--- src/uaar_pkg.sv ---
// constants, register map and types of the receive address recognition block
//
// Notes on behaviour
// - two mode bits in the control register pick one of four serial modes.
// - address filtering works in modes 1, 2 and 3 when filter enabled.
// - in modes 1, 2 and 3 with filter on, receive flag sets only on group or broadcast address match.
// - mode 1: stop bit replaces ninth bit; needs address match and valid stop.
// - mode 0 ignores the filter enable bit completely.
// - group address: mask zero bits are don't-care, mask one bits must equal address.
// - broadcast is address OR mask; its one bits must be received as one.
// - reset clears own address and mask, so every address matches.
package uaar_pkg;

	// ----------------------------------------------------------------
	// register map
	// ----------------------------------------------------------------
	localparam int ADDR_W = 4;
	localparam int DATA_W = 8;
	localparam logic [ADDR_W-1:0] REG_CONTROL = 4'h0;
	localparam logic [ADDR_W-1:0] REG_OWN_ADDR = 4'h1;
	localparam logic [ADDR_W-1:0] REG_DONT_CARE = 4'h2;
	localparam logic [ADDR_W-1:0] REG_RX_DATA = 4'h3;
	localparam logic [ADDR_W-1:0] REG_STATUS = 4'h4;
	localparam logic [ADDR_W-1:0] REG_IRQ_MASK = 4'h5;
	localparam logic [ADDR_W-1:0] REG_REJECTS = 4'h6;

	// ----------------------------------------------------------------
	// control register fields
	// ----------------------------------------------------------------
	localparam int CTRL_MODE_HI = 7;
	localparam int CTRL_MODE_LO = 6;
	localparam int CTRL_FILTER_EN = 5;
	localparam int CTRL_RX_ENABLE = 4;
	localparam int CTRL_NINTH_BIT = 2;
	localparam logic [DATA_W-1:0] CTRL_WRITE_MASK = 8'hf0;

	// ----------------------------------------------------------------
	// status and interrupt fields, same layout for the mask
	// ----------------------------------------------------------------
	localparam int ST_RX_COMPLETE = 0;
	localparam int ST_FRAME_ERROR = 1;
	localparam int ST_OVERRUN = 2;
	localparam int ST_REJECTED = 3;
	localparam int ST_W = 4;

	// ----------------------------------------------------------------
	// reset values and counts
	// ----------------------------------------------------------------
	localparam logic [DATA_W-1:0] RST_CONTROL = 8'h00;
	localparam logic [DATA_W-1:0] RST_OWN_ADDR = 8'h00;
	localparam logic [DATA_W-1:0] RST_DONT_CARE = 8'h00;
	localparam logic [DATA_W-1:0] RST_BYTE = 8'h00;
	localparam logic [ST_W-1:0] RST_STATUS = 4'h0;
	localparam logic [DATA_W-1:0] REJECT_MAX = 8'hff;
	localparam logic [3:0] LAST_DATA_BIT = 4'h7;
	localparam logic [3:0] BIT_RESET = 4'h0;

	// ----------------------------------------------------------------
	// serial modes and receiver states
	// ----------------------------------------------------------------
	localparam logic [1:0] MODE_SHIFT = 2'h0;
	localparam logic [1:0] MODE_8BIT = 2'h1;
	localparam logic [1:0] MODE_9BIT_FIXED = 2'h2;
	localparam logic [1:0] MODE_9BIT_VAR = 2'h3;

	typedef enum logic [2:0] {
		RX_IDLE,
		RX_DATA,
		RX_NINTH,
		RX_STOP
	} uaar_rxstate_t;

endpackage

--- src/uaar_addr_match.sv ---
// address comparator: group select and broadcast hits for one received byte
`timescale 1ns/10ps
module uaar_addr_match
	import uaar_pkg::*;
(
	input wire logic [DATA_W-1:0] ownAddr,
	input wire logic [DATA_W-1:0] dontCareMask,
	input wire logic [DATA_W-1:0] rxByte,
	output logic groupHit,
	output logic broadcastHit
);

	logic [DATA_W-1:0] broadcastAddr;

	// ----------------------------------------------------------------
	// group select
	// ----------------------------------------------------------------
	// only bits with a mask one must agree with the own address
	assign groupHit = ((rxByte ^ ownAddr) & dontCareMask) == RST_BYTE;

	// ----------------------------------------------------------------
	// broadcast
	// ----------------------------------------------------------------
	assign broadcastAddr = ownAddr | dontCareMask;
	// every one in the broadcast pattern must arrive as one
	assign broadcastHit = (rxByte & broadcastAddr) == broadcastAddr;

endmodule

--- src/uaar_receiver.sv ---
// serial receiver with automatic address recognition and register port
`timescale 1ns/10ps
module uaar_receiver
	import uaar_pkg::*;
(
	input wire logic clk_sys,
	input wire logic resetn,
	input wire logic [ADDR_W-1:0] regAddr,
	input wire logic [DATA_W-1:0] regWrData,
	input wire logic regWrite,
	input wire logic regRead,
	output logic [DATA_W-1:0] regRdData,
	input wire logic rxdPin,
	input wire logic rxTick,
	output logic rxAccept,
	output logic irq
);

	// ----------------------------------------------------------------
	// declarations
	// ----------------------------------------------------------------
	logic [DATA_W-1:0] control;
	logic [DATA_W-1:0] ownAddr;
	logic [DATA_W-1:0] dontCareMask;
	logic [DATA_W-1:0] rxData;
	logic [DATA_W-1:0] rejectCount;
	logic [ST_W-1:0] status;
	logic [ST_W-1:0] irqMask;
	logic [ST_W-1:0] next_status;
	logic [ST_W-1:0] statusSet;
	logic [ST_W-1:0] statusClear;
	logic rxNinthBit;
	logic syncA;
	logic syncB;
	logic syncC;
	logic rxdLevel;
	uaar_rxstate_t rxState;
	logic [3:0] bitCount;
	logic [DATA_W-1:0] shiftReg;
	logic ninthSample;
	logic frameDone;
	logic frameStop;
	logic frameNinth;
	logic [1:0] mode;
	logic filterEn;
	logic rxEnable;
	logic groupHit;
	logic broadcastHit;
	logic addrHit;
	logic filterActive;
	logic frameAccept;
	logic framePass;
	logic writeHit;
	logic startShift;

	// ----------------------------------------------------------------
	// decode helpers
	// ----------------------------------------------------------------
	// one write decode for every register keeps the strobe test alike
	function automatic logic busWrite(input logic strobe, input logic [ADDR_W-1:0] addr,
		input logic [ADDR_W-1:0] target);
		return strobe && (addr == target);
	endfunction

	function automatic logic isShiftMode(input logic [1:0] m);
		return m == MODE_SHIFT;
	endfunction

	// lsb-first shift, used by the shifter and by the early byte view
	function automatic logic [DATA_W-1:0] shiftIn(input logic lineBit,
		input logic [DATA_W-1:0] sr);
		return {lineBit, sr[DATA_W-1:1]};
	endfunction

	// ----------------------------------------------------------------
	// control fields
	// ----------------------------------------------------------------
	assign mode = {control[CTRL_MODE_HI], control[CTRL_MODE_LO]};
	assign filterEn = control[CTRL_FILTER_EN];
	assign rxEnable = control[CTRL_RX_ENABLE];

	// ----------------------------------------------------------------
	// pin synchroniser
	// ----------------------------------------------------------------
	// third stage filters a single sampled glitch on the line
	always_ff @(posedge clk_sys) begin
		if (!resetn) begin
			syncA <= 1'b1;
			syncB <= 1'b1;
			syncC <= 1'b1;
		end else begin
			syncA <= rxdPin;
			syncB <= syncA;
			syncC <= syncB;
		end
	end

	always_ff @(posedge clk_sys) begin
		if (!resetn) begin
			rxdLevel <= 1'b1;
		end else if (syncB == syncC) begin
			rxdLevel <= syncC;
		end
	end

	// ----------------------------------------------------------------
	// frame receiver
	// ----------------------------------------------------------------
	// shift mode only starts once software has emptied the flag
	assign startShift = isShiftMode(mode) && rxEnable && !status[ST_RX_COMPLETE];

	always_ff @(posedge clk_sys) begin
		if (!resetn) begin
			rxState <= RX_IDLE;
			bitCount <= BIT_RESET;
			shiftReg <= RST_BYTE;
			ninthSample <= 1'b0;
		end else begin
			unique case (rxState)
				RX_IDLE: begin
					bitCount <= BIT_RESET;
					if (startShift) begin
						rxState <= RX_DATA;
					end else if (rxTick && rxEnable && !isShiftMode(mode) && !rxdLevel) begin
						rxState <= RX_DATA;
					end
				end
				RX_DATA: begin
					if (!rxEnable) begin
						rxState <= RX_IDLE;
					end else if (rxTick) begin
						// least significant bit arrives first
						shiftReg <= shiftIn(rxdLevel, shiftReg);
						bitCount <= bitCount + 4'h1;
						if (bitCount == LAST_DATA_BIT) begin
							if (isShiftMode(mode)) begin
								rxState <= RX_IDLE;
							end else if (mode == MODE_8BIT) begin
								rxState <= RX_STOP;
							end else begin
								rxState <= RX_NINTH;
							end
						end
					end
				end
				RX_NINTH: begin
					if (!rxEnable) begin
						rxState <= RX_IDLE;
					end else if (rxTick) begin
						ninthSample <= rxdLevel;
						rxState <= RX_STOP;
					end
				end
				RX_STOP: begin
					if (!rxEnable) begin
						rxState <= RX_IDLE;
					end else if (rxTick) begin
						rxState <= RX_IDLE;
					end
				end
				// codes beyond the four states fall back to idle
				default: begin
					rxState <= RX_IDLE;
				end
			endcase
		end
	end

	// frame end pulse, with the stop or last data sample still on the line
	always_comb begin
		frameDone = 1'b0;
		frameStop = 1'b1;
		frameNinth = ninthSample;
		if (rxEnable && rxTick) begin
			if (rxState == RX_STOP) begin
				frameDone = 1'b1;
				frameStop = rxdLevel;
			end else if ((rxState == RX_DATA) && isShiftMode(mode)
				&& (bitCount == LAST_DATA_BIT)) begin
				frameDone = 1'b1;
			end
		end
		if (mode == MODE_8BIT) begin
			frameNinth = frameStop;
		end
	end

	// the byte seen at frame end includes the bit shifted in this cycle
	logic [DATA_W-1:0] frameByte;
	assign frameByte = isShiftMode(mode) ? shiftIn(rxdLevel, shiftReg) : shiftReg;

	// ----------------------------------------------------------------
	// address recognition
	// ----------------------------------------------------------------
	uaar_addr_match uaar_addr_match_i (
		.ownAddr(ownAddr),
		.dontCareMask(dontCareMask),
		.rxByte(frameByte),
		.groupHit(groupHit),
		.broadcastHit(broadcastHit)
	);

	assign addrHit = groupHit || broadcastHit;
	// data frames of a selected slave need the filter cleared by software
	assign filterActive = filterEn && !isShiftMode(mode);

	always_comb begin
		framePass = 1'b1;
		if (filterActive) begin
			if (mode == MODE_8BIT) begin
				framePass = addrHit && frameStop;
			end else begin
				// only frames flagged as address by the ninth bit are looked at
				framePass = addrHit && frameNinth;
			end
		end
	end

	// a pending flag blocks a new byte: unread data must not be overwritten
	assign frameAccept = frameDone && framePass && !status[ST_RX_COMPLETE];

	// ----------------------------------------------------------------
	// received data
	// ----------------------------------------------------------------
	always_ff @(posedge clk_sys) begin
		if (!resetn) begin
			rxData <= RST_BYTE;
			rxNinthBit <= 1'b0;
		end else if (frameAccept) begin
			rxData <= frameByte;
			rxNinthBit <= frameNinth;
		end
	end

	always_ff @(posedge clk_sys) begin
		if (!resetn) begin
			rxAccept <= 1'b0;
		end else begin
			rxAccept <= frameAccept;
		end
	end

	always_ff @(posedge clk_sys) begin
		if (!resetn) begin
			rejectCount <= RST_BYTE;
		end else if (frameDone && !framePass && (rejectCount != REJECT_MAX)) begin
			rejectCount <= rejectCount + 8'h01;
		end
	end

	// ----------------------------------------------------------------
	// status flags
	// ----------------------------------------------------------------
	assign writeHit = busWrite(regWrite, regAddr, REG_STATUS);

	always_comb begin
		statusSet = RST_STATUS;
		statusSet[ST_RX_COMPLETE] = frameAccept;
		statusSet[ST_FRAME_ERROR] = frameDone && !isShiftMode(mode) && !frameStop;
		statusSet[ST_OVERRUN] = frameDone && framePass && status[ST_RX_COMPLETE];
		statusSet[ST_REJECTED] = frameDone && !framePass;
		statusClear = writeHit ? regWrData[ST_W-1:0] : RST_STATUS;
		// a new event beats a clear in the same cycle
		next_status = (status & ~statusClear) | statusSet;
	end

	always_ff @(posedge clk_sys) begin
		if (!resetn) begin
			status <= RST_STATUS;
		end else begin
			status <= next_status;
		end
	end

	assign irq = |(status & irqMask);

	// ----------------------------------------------------------------
	// register writes
	// ----------------------------------------------------------------
	always_ff @(posedge clk_sys) begin
		if (!resetn) begin
			control <= RST_CONTROL;
		end else if (busWrite(regWrite, regAddr, REG_CONTROL)) begin
			control <= regWrData & CTRL_WRITE_MASK;
		end
	end

	always_ff @(posedge clk_sys) begin
		if (!resetn) begin
			ownAddr <= RST_OWN_ADDR;
		end else if (busWrite(regWrite, regAddr, REG_OWN_ADDR)) begin
			ownAddr <= regWrData;
		end
	end

	always_ff @(posedge clk_sys) begin
		if (!resetn) begin
			dontCareMask <= RST_DONT_CARE;
		end else if (busWrite(regWrite, regAddr, REG_DONT_CARE)) begin
			dontCareMask <= regWrData;
		end
	end

	always_ff @(posedge clk_sys) begin
		if (!resetn) begin
			irqMask <= RST_STATUS;
		end else if (busWrite(regWrite, regAddr, REG_IRQ_MASK)) begin
			irqMask <= regWrData[ST_W-1:0];
		end
	end

	// ----------------------------------------------------------------
	// register reads
	// ----------------------------------------------------------------
	logic [DATA_W-1:0] next_rdData;

	always_comb begin
		next_rdData = RST_BYTE;
		unique case (regAddr)
			REG_CONTROL: begin
				next_rdData = control;
				next_rdData[CTRL_NINTH_BIT] = rxNinthBit;
			end
			REG_OWN_ADDR: next_rdData = ownAddr;
			REG_DONT_CARE: next_rdData = dontCareMask;
			REG_RX_DATA: next_rdData = rxData;
			REG_STATUS: next_rdData[ST_W-1:0] = status;
			REG_IRQ_MASK: next_rdData[ST_W-1:0] = irqMask;
			REG_REJECTS: next_rdData = rejectCount;
			default: next_rdData = RST_BYTE;
		endcase
	end

	// data only in the cycle after the read strobe, zero otherwise
	always_ff @(posedge clk_sys) begin
		if (!resetn) begin
			regRdData <= RST_BYTE;
		end else if (regRead) begin
			regRdData <= next_rdData;
		end else begin
			regRdData <= RST_BYTE;
		end
	end

endmodule

--- config.mk ---
export PLATFORM = sky130hd
export DESIGN_NAME = uaar_receiver
export DESIGN_NICKNAME = d
export VERILOG_FILES = /design/src/uaar_pkg.sv /design/src/uaar_addr_match.sv /design/src/uaar_receiver.sv
export SDC_FILE = /design/constraint.sdc
export NUM_CORES = 1
export LEC_CHECK = 0
export BUFFER_PORTS_ARGS = -buffer_cell sky130_fd_sc_hd__clkbuf_2
export CAP_MARGIN = 30
export CORE_MARGIN = 5
export CORE_UTILIZATION = 32
export CTS_CLUSTER_DIAMETER = 60
export DETAILED_ROUTE_END_ITERATION = 10
export PLACE_DENSITY_LB_ADDON = 0.15
export SETUP_SLACK_MARGIN = 0.05
export SLEW_MARGIN = 20
export SYNTH_ARGS = -nofsm -noshare
export SYNTH_HDL_FRONTEND = slang
export SYNTH_SLANG_ARGS = --single-unit
--- constraint.sdc ---
create_clock -name clk_sys -period 4.3 [get_ports clk_sys]
set_clock_uncertainty 0.15 [all_clocks]
set_input_delay 0.215 -clock clk_sys [delete_from_list [all_inputs] [get_ports clk_sys]]
set_output_delay 0.215 -clock clk_sys [all_outputs]
set_load 0.01 [all_outputs]
### Word-level counts from Yosys, hierarchy flattened

Index checks and enable logic that the tools add are counted.

* flip-flop bits (word level): 74
* logic and storage cells: 115
* output and inout bits: 10
* bits of input ports: 18

* mux-type cells: 27
* reduce and logical (&&, ||, !) cells: 39
* bitwise logic cells: 8
* eq/ne operators: 21
* add/subtract/negate cells: 2

Operators by type and width (count)
* 4-bit case mux with 7 select lines: 1
* 3-bit two-way mux: 9
* 1-bit logical AND: 22
* 4-bit case mux with 5 select lines: 1
* 8-bit bitwise AND: 2
* 4-bit by 3-bit equality test with 1-bit output (second input constant): 4
* 3-bit != test (second input constant): 5
* 4-bit two-way mux: 3
* 3-bit case mux with 4 select lines: 1
* 1-bit two-way mux: 9
* 3-bit AND reduction: 3
* 8-bit by 1-bit adder with 8-bit output (second input constant): 1
* 4-bit bitwise AND: 2
* 4-bit by 2-bit equality test with 1-bit output (second input constant): 2
* 8-bit equality test: 1
* 8-bit zero test: 1
* 8-bit two-way mux: 1
* 8-bit != test (second input constant): 1
* 8-bit OR: 1
* 4-bit case mux with 2 select lines: 1
* 8-bit bitwise XOR: 1
* 3-bit by 2-bit equality test with 1-bit output (second input constant): 2
* 1-bit zero test: 5
* 5-bit AND reduction: 1
* other kinds (16): 17

### Depth between registers and ports, before layout

Gate-level depths: netlist (run 1).

* depth in word-level cells: 12
* gate-level depth with buffers: 10
* mapped depth without buffers: 8

### Cells and area by module

From an unflattened synthesis (run 1), not the netlist that was laid out.

* cells, all modules: 406
* area, all modules: 3569.7 um^2

Modules (own cells, without submodules)
* uaar_receiver: instances 1, area each 3393.3 um^2, cells each 381, seq. area each 1461.4 um^2
* uaar_addr_match: instances 1, area each 176.4 um^2, cells each 25, seq. area each 0.0 um^2

### Worst setup path after synthesis (run 1)

No wires, ideal clock.

* path type: reg2reg
* start point: register control[6]
* end point: register rejectCount[6]
* path buffers: 2
* period minus slack after synthesis: 2356 ps
* stages on the path, launching flop included: 10
* slack: 1944 ps
* data required time: 4064 ps
* arrival time: 2120 ps
* setup time: 86 ps
* cell sequence: dfxtp_1 buf_6 nor2_4 buf_6 mux2i_1 mux2i_1 a2111o_1 o21ai_2 a2111o_1 a211oi_1

* word-level cells in the longest chain between the ends: 12
* elaborated cells between the ends (all ways): 24
* those cells by class: eq/ne (2); mux (7); bitwise (3); reduce/logical (12)

Ends and longest elaborated chain
* from (decl): RTL line uaar_receiver.sv:22 `logic [DATA_W-1:0] control;`
* from (signal assigned): RTL line uaar_receiver.sv:284 `control <= regWrData & CTRL_WRITE_MASK;`
* 2-bit zero test: RTL line uaar_receiver.sv:66 `return m == MODE_SHIFT;`
* 8-bit two-way mux: RTL line uaar_receiver.sv:190 `assign frameByte = isShiftMode(mode) ? shiftIn(rxdLevel, shiftReg) : shiftReg;`
* 8-bit bitwise XOR: RTL line uaar_addr_match.sv:19 `assign groupHit = ((rxByte ^ ownAddr) & dontCareMask) == RST_BYTE;`
* 8-bit bitwise AND: RTL line uaar_addr_match.sv:19
* 8-bit zero test: RTL line uaar_addr_match.sv:19
* 1-bit logical OR: RTL line uaar_receiver.sv:203 `assign addrHit = groupHit || broadcastHit;`
* 1-bit logical AND (on tied branches): RTL line uaar_receiver.sv:214, uaar_receiver.sv:211
* 1-bit two-way mux: RTL line uaar_receiver.sv:210 `if (mode == MODE_8BIT) begin`
* 1-bit two-way mux: RTL line uaar_receiver.sv:209 `if (filterActive) begin`
* 1-bit zero test: RTL line uaar_receiver.sv:246 `end else if (frameDone && !framePass && (rejectCount != REJECT_MAX)) begin`
* 1-bit logical AND (*) (2 in a row): RTL line uaar_receiver.sv:246
* to (signal assigned): RTL line uaar_receiver.sv:247 `rejectCount <= rejectCount + 8'h01;`
* to (decl): RTL line uaar_receiver.sv:26 `logic [DATA_W-1:0] rejectCount;`

Every way passes the cells marked *; elsewhere a longest branch is shown, timed or not.
A chain may end at the register's enable or synchronous reset.

### Final worst setup path (run 1)

* start point: register control[6]
* end point: register rxData[5]

* word-level cells in the longest chain between the ends: 11
* elaborated cells between the ends (all ways): 23
* those cells by class: eq/ne (2); mux (7); bitwise (3); reduce/logical (11)

Ends and longest elaborated chain
* 2-bit zero test: RTL line uaar_receiver.sv:66
* 8-bit two-way mux: RTL line uaar_receiver.sv:190
* 8-bit bitwise XOR: RTL line uaar_addr_match.sv:19
* 8-bit bitwise AND: RTL line uaar_addr_match.sv:19
* 8-bit zero test: RTL line uaar_addr_match.sv:19
* 1-bit logical OR: RTL line uaar_receiver.sv:203
* 1-bit logical AND (on tied branches): RTL line uaar_receiver.sv:214, uaar_receiver.sv:211
* 1-bit two-way mux: RTL line uaar_receiver.sv:210
* 1-bit two-way mux: RTL line uaar_receiver.sv:209
* 1-bit logical AND (2 in a row): RTL line uaar_receiver.sv:220 `assign frameAccept = frameDone && framePass && !status[ST_RX_COMPLETE];`
* to (signal assigned): RTL line uaar_receiver.sv:230 `rxData <= frameByte;`
* to (decl): RTL line uaar_receiver.sv:25 `logic [DATA_W-1:0] rxData;`

Several ways; a longest one is shown, not always the timed one.

==> metrics.cfg, run 1 <==
[synth]
synth-simple-area-share_pct=19.2
synth-compound-area-share_pct=21.4
avgSynthCellArea_um2=8.64
synth_flop_cell=dfxtp_1
synth-seq-area-share_pct=39.0
synth_cells=434
synth_edf_count=0
synth_top_family_by_area=compound AO/OA/AOI/OAI gates
ys_ff_latch=73
syn-num-nets=454
yosys-mux-area-fraction_pct=15.0
synth_area_mm2=0.00375
synth_warnings=0
synthXorXnorAreaFrac_pct=0.467
synthAdderAreaFrac_pct=0.667
async_reset_ff_share_pct=0
synthDistinctLibCells=60

[worst_setup_path]
critical_path.startpoint=control[6]
r2r-start=control[6]
start_kind=flop
path_class=flop to flop
required_ps=4390
crit_fanout=19
crit_top_cell=mux2i_1
crit_slowest_cell=a2111o_1
cp.arrival_ps=3080
r2r_cells=7
cpPeakStageDelay_ps=510
end_kind=flop
cp_cell_sequence=nor2_4 > mux2i_1 > mux2i_1 > a2111o_1 > o211ai_4 > a21oi_1 > a311oi_1

[timing]
setup_violations=0
setup_slack_ps=1310
tightestPinTransition_ps=864
fin_crit_sh_pct=69.6
finalHoldViolations=0
rsz0062_at_grt=no
timing.setup.tns_ps=0
period_needed_ps=2990
clock.fmax_ghz=0.334
timing.hold.ws_ps=19.0
relSlewSlack_pct=42.3
maxSlewViolCount=0

[detailed_routing]
dr.first_iter.drc_count=178
vias=3202
via_per_inst=5.32
dr.pass1.iters=4
ant_nets=0
avgRoutedWirePerCell_um=16.7
totalWireLength_mm=10.1
drc=0

[place]
io_buffer_count=27
globalplace.congestion=0.799
pre_cts_ws_ps=1350
dp_hpwl_mm=7.51

[clock_network]
cts_hold_buf=4
cts.clk_slew.worst_paths_ps=60
cts.sinks=73
cts_buffer_depth=2
htree_levels=3
cts-root-buf=clkbuf_16
cts_buffers=9
clock_latency_ps=340
cts_tree=done
cts-resized-gates=0
post_cts_buffers=0

[pwr]
swShare_pct=21.1
p_total_mw=1.62
p_leak_nw=1.75
p_int_mw=1.28
power_frac_clock_pct=52.2
peakVddDrop_mv=0.285
combinationalPowerShare_pct=4.9
pwr_density_cell_mw_per_mm2=374
seqPwrFrac_pct=42.8
p_sw_mw=0.343

[layout]
final_core_util_pct=37.8
num_antenna_cells=0
fill_cells=1187
syn2layout_area_growth_pct=15.5
layout_common_cells=dfxtp_1, nor2_1, mux2i_1
layout_commonest_cell=dfxtp_1
regArea_mm2=0.00146
multi_input_area_mm2=0.00213
drive_gt1_share_pct=13.9
nNetsFinal=474

[die]
fp.dieH_um=118
core_mm2=0.0115
die-area_mm2=0.0140
ios=28
die_w_um=118
fp-row-count=39
start_util_pct=32.7

[min_path]
min_path_type=input pin to flop
hp-start=regWrData[7]
holdPathStages=3

[grt]
grt_usage_pct=14.4
grt_max_degree=30
antenna_found_initial=0
grt_pass1_vias=3030
grt-ovfl-total=0
grt_pass1_wl_mm=16.2

[run_status]
status=finished clean

[run]
maxCapViolations=0

==> metrics by stage <==
step           instance area (um2)  cells
2_1_floorplan                 3750    434
3_3_place_gp                  3960    582
3_5_place_dp                  3960    582
4_1_cts                       4330    602
5_1_grt                       4330    602
6_report                      4330    602
==> power groups by stage <==
| stage | registers [mW] | clock network (mW) | logic, mW |
|---|---|---|---|
| after CTS | 0.694 | 0.877 | 0.0803 |
| after detailed placement | 0.709 | 0 | 0.0774 |
| after floorplan | 0.700 | 0 | 0.0579 |
| after global placement | 0.709 | 0 | 0.0772 |
| after global routing | 0.695 | 0.900 | 0.0881 |
| final | 0.694 | 0.847 | 0.0801 |
==> kinds of logic (layout without fill, tap and decap cells) <==
group,after synthesis,count (layout)
xor+xnor,2,2
simple gates,155,155
buf+inv,34,59
flops,73,73
mux,54,54
compound gates,114,114
fa+ha+maj,2,2
==> sequential cells by signal (all words and copies together), names as in the netlist, 4 cells and up <==
| register | cells |
|---|---|
| bitCount | 4 |
| control | 4 |
| dontCareMask | 8 |
| irqMask | 4 |
| ownAddr | 8 |
| regRdData | 8 |
| rejectCount | 8 |
| rxData | 8 |
| shiftReg | 8 |
| status | 4 |
==> layer usage <==
layer / up-vias / global-route usage [%] / wire length (um)
met1: 1500 / 19.8 / 4640
met4: 0 / 5.09 / 87
met2: 74 / 21.4 / 4720
met5: - / 0 / 0
met3: 7 / 4.54 / 615
li1: 1621 / - / -
==> synthesized netlist by cell type, types with 2 or more instances <==
| cell | number | area (um2) |
|---|---|---|
| and3_1 | 3 | 18.8 |
| a2111o_1 | 3 | 33.8 |
| a221oi_1 | 2 | 17.5 |
| mux2_2 | 3 | 33.8 |
| nand2_1 | 45 | 169 |
| buf_2 | 2 | 10.0 |
| o21ai_0 | 13 | 65.1 |
| o22ai_1 | 5 | 31.3 |
| nor2_1 | 52 | 195 |
| buf_6 | 3 | 33.8 |
| nand4_1 | 2 | 12.5 |
| ha_1 | 2 | 25.0 |
| nand2b_1 | 15 | 93.8 |
| xnor2_1 | 2 | 17.5 |
| a2111oi_0 | 2 | 17.5 |
| o21a_1 | 5 | 37.5 |
| a22oi_1 | 10 | 75.1 |
| a211oi_1 | 9 | 67.6 |
| mux2i_1 | 48 | 480 |
| inv_1 | 11 | 41.3 |
| a21boi_0 | 2 | 15.0 |
| o21bai_1 | 2 | 15.0 |
| clkbuf_1 | 13 | 48.8 |
| or2_2 | 6 | 37.5 |
| a21oi_1 | 34 | 170 |
| a311oi_1 | 9 | 78.8 |
| dfxtp_1 | 73 | 1460 |
| nor3_1 | 4 | 20.0 |
| o21ai_2 | 2 | 17.5 |
| buf_1 | 4 | 15.0 |
| and2_1 | 2 | 12.5 |
| a41o_1 | 2 | 20.0 |
| mux2i_2 | 2 | 27.5 |
| or3_1 | 2 | 12.5 |
| nand3_1 | 13 | 65.1 |
| nor2b_1 | 3 | 18.8 |
==> critical path, delay by kind of cell, from the launching register on <==
| family | cells | cell delay, ps |
|---|---|---|
| muxes | 2 | 510 |
| and+or+nand+nor | 1 | 400 |
| AOI/OAI and AO/OA | 4 | 1410 |
| DFF | 1 | 400 |
==> final cells by class <==
| type | count | area share [%] |
|---|---|---|
| Tap cell | 143 | 4.13 |
| Clock buffer | 11 | 5.37 |
| Sequential cell | 73 | 33.7 |
| Clock inverter | 5 | 2.40 |
| Multi-Input combinational cell | 327 | 49.2 |
| Timing Repair Buffer | 32 | 4.21 |
| Inverter | 11 | 0.953 |
==> final timing paths <==
check,to,slack (ps)
min reg2reg,syncB,260
max,rxData[5],1310
max reg2reg,rxData[5],1310
min,dontCareMask[7],20
No activity file was read; power rests on OpenSTA's default activity.
==> inputs of run 2 (changes only) <==
==> constraint.sdc (replaced) <==
create_clock -name clk_sys -period 2.8 [get_ports clk_sys]
set_clock_uncertainty 0.15 [all_clocks]
set_input_delay 0.14 -clock clk_sys [delete_from_list [all_inputs] [get_ports clk_sys]]
set_output_delay 0.14 -clock clk_sys [all_outputs]
set_load 0.01 [all_outputs]
==> run 2 against run 1 <==
Net effect:
- non-clock buffer count grew 20
- flip-flop and latch count is the same
- clock-buffer cell count grew 2
- final area grew 4.6%
- highest routed layer unchanged
==> metrics.cfg, run 2 (same netlist as run 1, synthesis figures left out) <==
[run_status]
status=finished clean

[clock_network]
clock_latency_ps=330  ; about the same
htree_levels=3  ; unchanged
cts.sinks=73  ; unchanged
cts_tree=done
cts-root-buf=clkbuf_16
cts_buffers=9  ; unchanged
cts_buffer_depth=2  ; unchanged
cts.clk_slew.worst_paths_ps=60  ; about the same

[place]
globalplace.congestion=0.799  ; about the same
io_buffer_count=27  ; unchanged
place_inst=594  ; +2.1%
dp_hpwl_mm=7.68  ; +2.3%
pre_cts_ws_ps=12.2  ; -1340 ps

[worst_setup_path]
r2r_slack_ps=150  ; -1160 ps
cp.arrival_ps=2730  ; -350 ps
end_kind=flop
start_kind=flop
required_ps=2880  ; -1510 ps
path_class=flop to flop
crit_fanout=17  ; -2

[pwr]
pwr_density_cell_mw_per_mm2=515  ; +38%
peakVddDrop_mv=0.362  ; +27%
p_leak_nw=1.84  ; +4.9%

[layout]
drive_gt1_share_pct=17.3  ; +3.4 points
final_cells=622  ; +3.3%
layout_commonest_cell=dfxtp_1
num_antenna_cells=0  ; unchanged
syn2layout_area_growth_pct=20.8
nNetsFinal=494  ; +4.2%
final_core_util_pct=39.5  ; +1.7 points
layout_common_cells=dfxtp_1, nor2_1, mux2i_1

[timing]
timing.hold.ws_ps=7.50  ; -11.5 ps
setup_slack_ps=150  ; -1160 ps
timing.setup.tns_ps=0  ; unchanged
period_needed_ps=2650  ; -343 ps
setup_violations=0  ; unchanged
fin_crit_sh_pct=94.7  ; +25 points
clock.fmax_ghz=0.377  ; +13%
relSlewSlack_pct=52.6  ; +10 points
rsz0062_at_grt=no
maxSlewViolCount=0  ; unchanged
tightestPinTransition_ps=710  ; -154 ps
finalHoldViolations=0  ; unchanged

[min_path]
min_path_type=input pin to flop

[detailed_routing]
via_per_inst=5.18  ; -2.7%
wl_met1_mm=5.07  ; +9.3%
avgRoutedWirePerCell_um=16.5  ; -1.1%
dr.pass1.iters=6  ; +2
ant_nets=0  ; unchanged
top_layer_used=met4
vias=3220  ; +0.56%
dr.first_iter.drc_count=197  ; +11%
dr_wl_met3_um=443  ; -28%
totalWireLength_mm=10.3  ; +2.2%
dr_wl_met2_mm=4.70  ; -0.30%
drc=0  ; unchanged

[die]
die-area_mm2=0.0140  ; unchanged
core_mm2=0.0115  ; unchanged
die_w_um=118  ; unchanged
fp.dieH_um=118  ; unchanged
ios=28  ; unchanged
start_util_pct=32.7  ; unchanged
fp-row-count=39  ; unchanged

[grt]
grt-ovfl-total=0  ; unchanged
grt_pass1_wl_mm=17.0  ; +5.3%
grt_usage_pct=15.1  ; +0.61 points
antenna_found_initial=0  ; unchanged
grt_max_degree=39  ; +30%
grt_pass1_vias=3215  ; +6.1%

[run]
maxCapViolations=0  ; unchanged

## run 2: cell types whose count changed in the layout (fill, tap and decap cells not counted), sizes merged
cell	before	now
buf	1	18
bufinv	3	1
dlygate4sd3	4	7
clkbuf	38	40
## run 2: cell type report
cell class                      count  area (um2)
Fill cell                        1158        6940
Inverter                           11        41.3
Multi-Input combinational cell    327        2180
Sequential cell                    73        1460
Timing Repair Buffer               52         382
Tap cell                          143         179
Clock inverter                      3        40.0
Clock buffer                       13         250
## run 2: where the power goes
| group | switching (mW) | total [mW] | internal (mW) |
|---|---|---|---|
| Sequential | 0.0176 | 1.07 | 1.05 |
| Clock | 0.418 | 1.13 | 0.712 |
| Combinational | 0.0829 | 0.140 | 0.0568 |
| Total | 0.519 | 2.34 | 1.82 |
## run 2: routing by layer
layer	GRT usage, %	vias to the layer above
met5	0	-
met4	3.51	0
met3	3.96	6
met2	22.9	60
met1	21.4	1501
li1	-	1653
## run 2: timing repair
action | in CTS | in global routing
pin swaps | 2 | 3
endpoints found under the setup margin | 10 | 21
setup buffers | 1 | 4
gates resized for setup | 1 | 9
hold buffers | 7 | 0
endpoints found under the hold margin | 20 | 0
## run 2: final timing paths
path                              startpoint         end  cells after the start
worst max register to register    control[7]   rxData[1]                     10
worst min register to register         syncA       syncB                      1
worst max-delay path              control[7]   rxData[1]                     10
worst min-delay path            regWrData[1]  irqMask[1]                      3
## run 2: metrics by stage
stage | cell area, um2 | power (mW)
floorplan | 3750 | 1.16
global placement | 4060 | 1.21
detailed placement | 4060 | 1.21
CTS | 4440 | 2.36
global route | 4530 | 2.43
finish | 4530 | 2.34
## run 2: critical path: stages, from the launching register on
cell      delay [ps]
dfxtp_2          390
nor2_4            70
buf_12           140
buf_6            120
a21oi_1          250
mux2i_1          120
a2111o_1         540
o211ai_4         250
buf_12           170
a21oi_1           70
a311oi_1         270
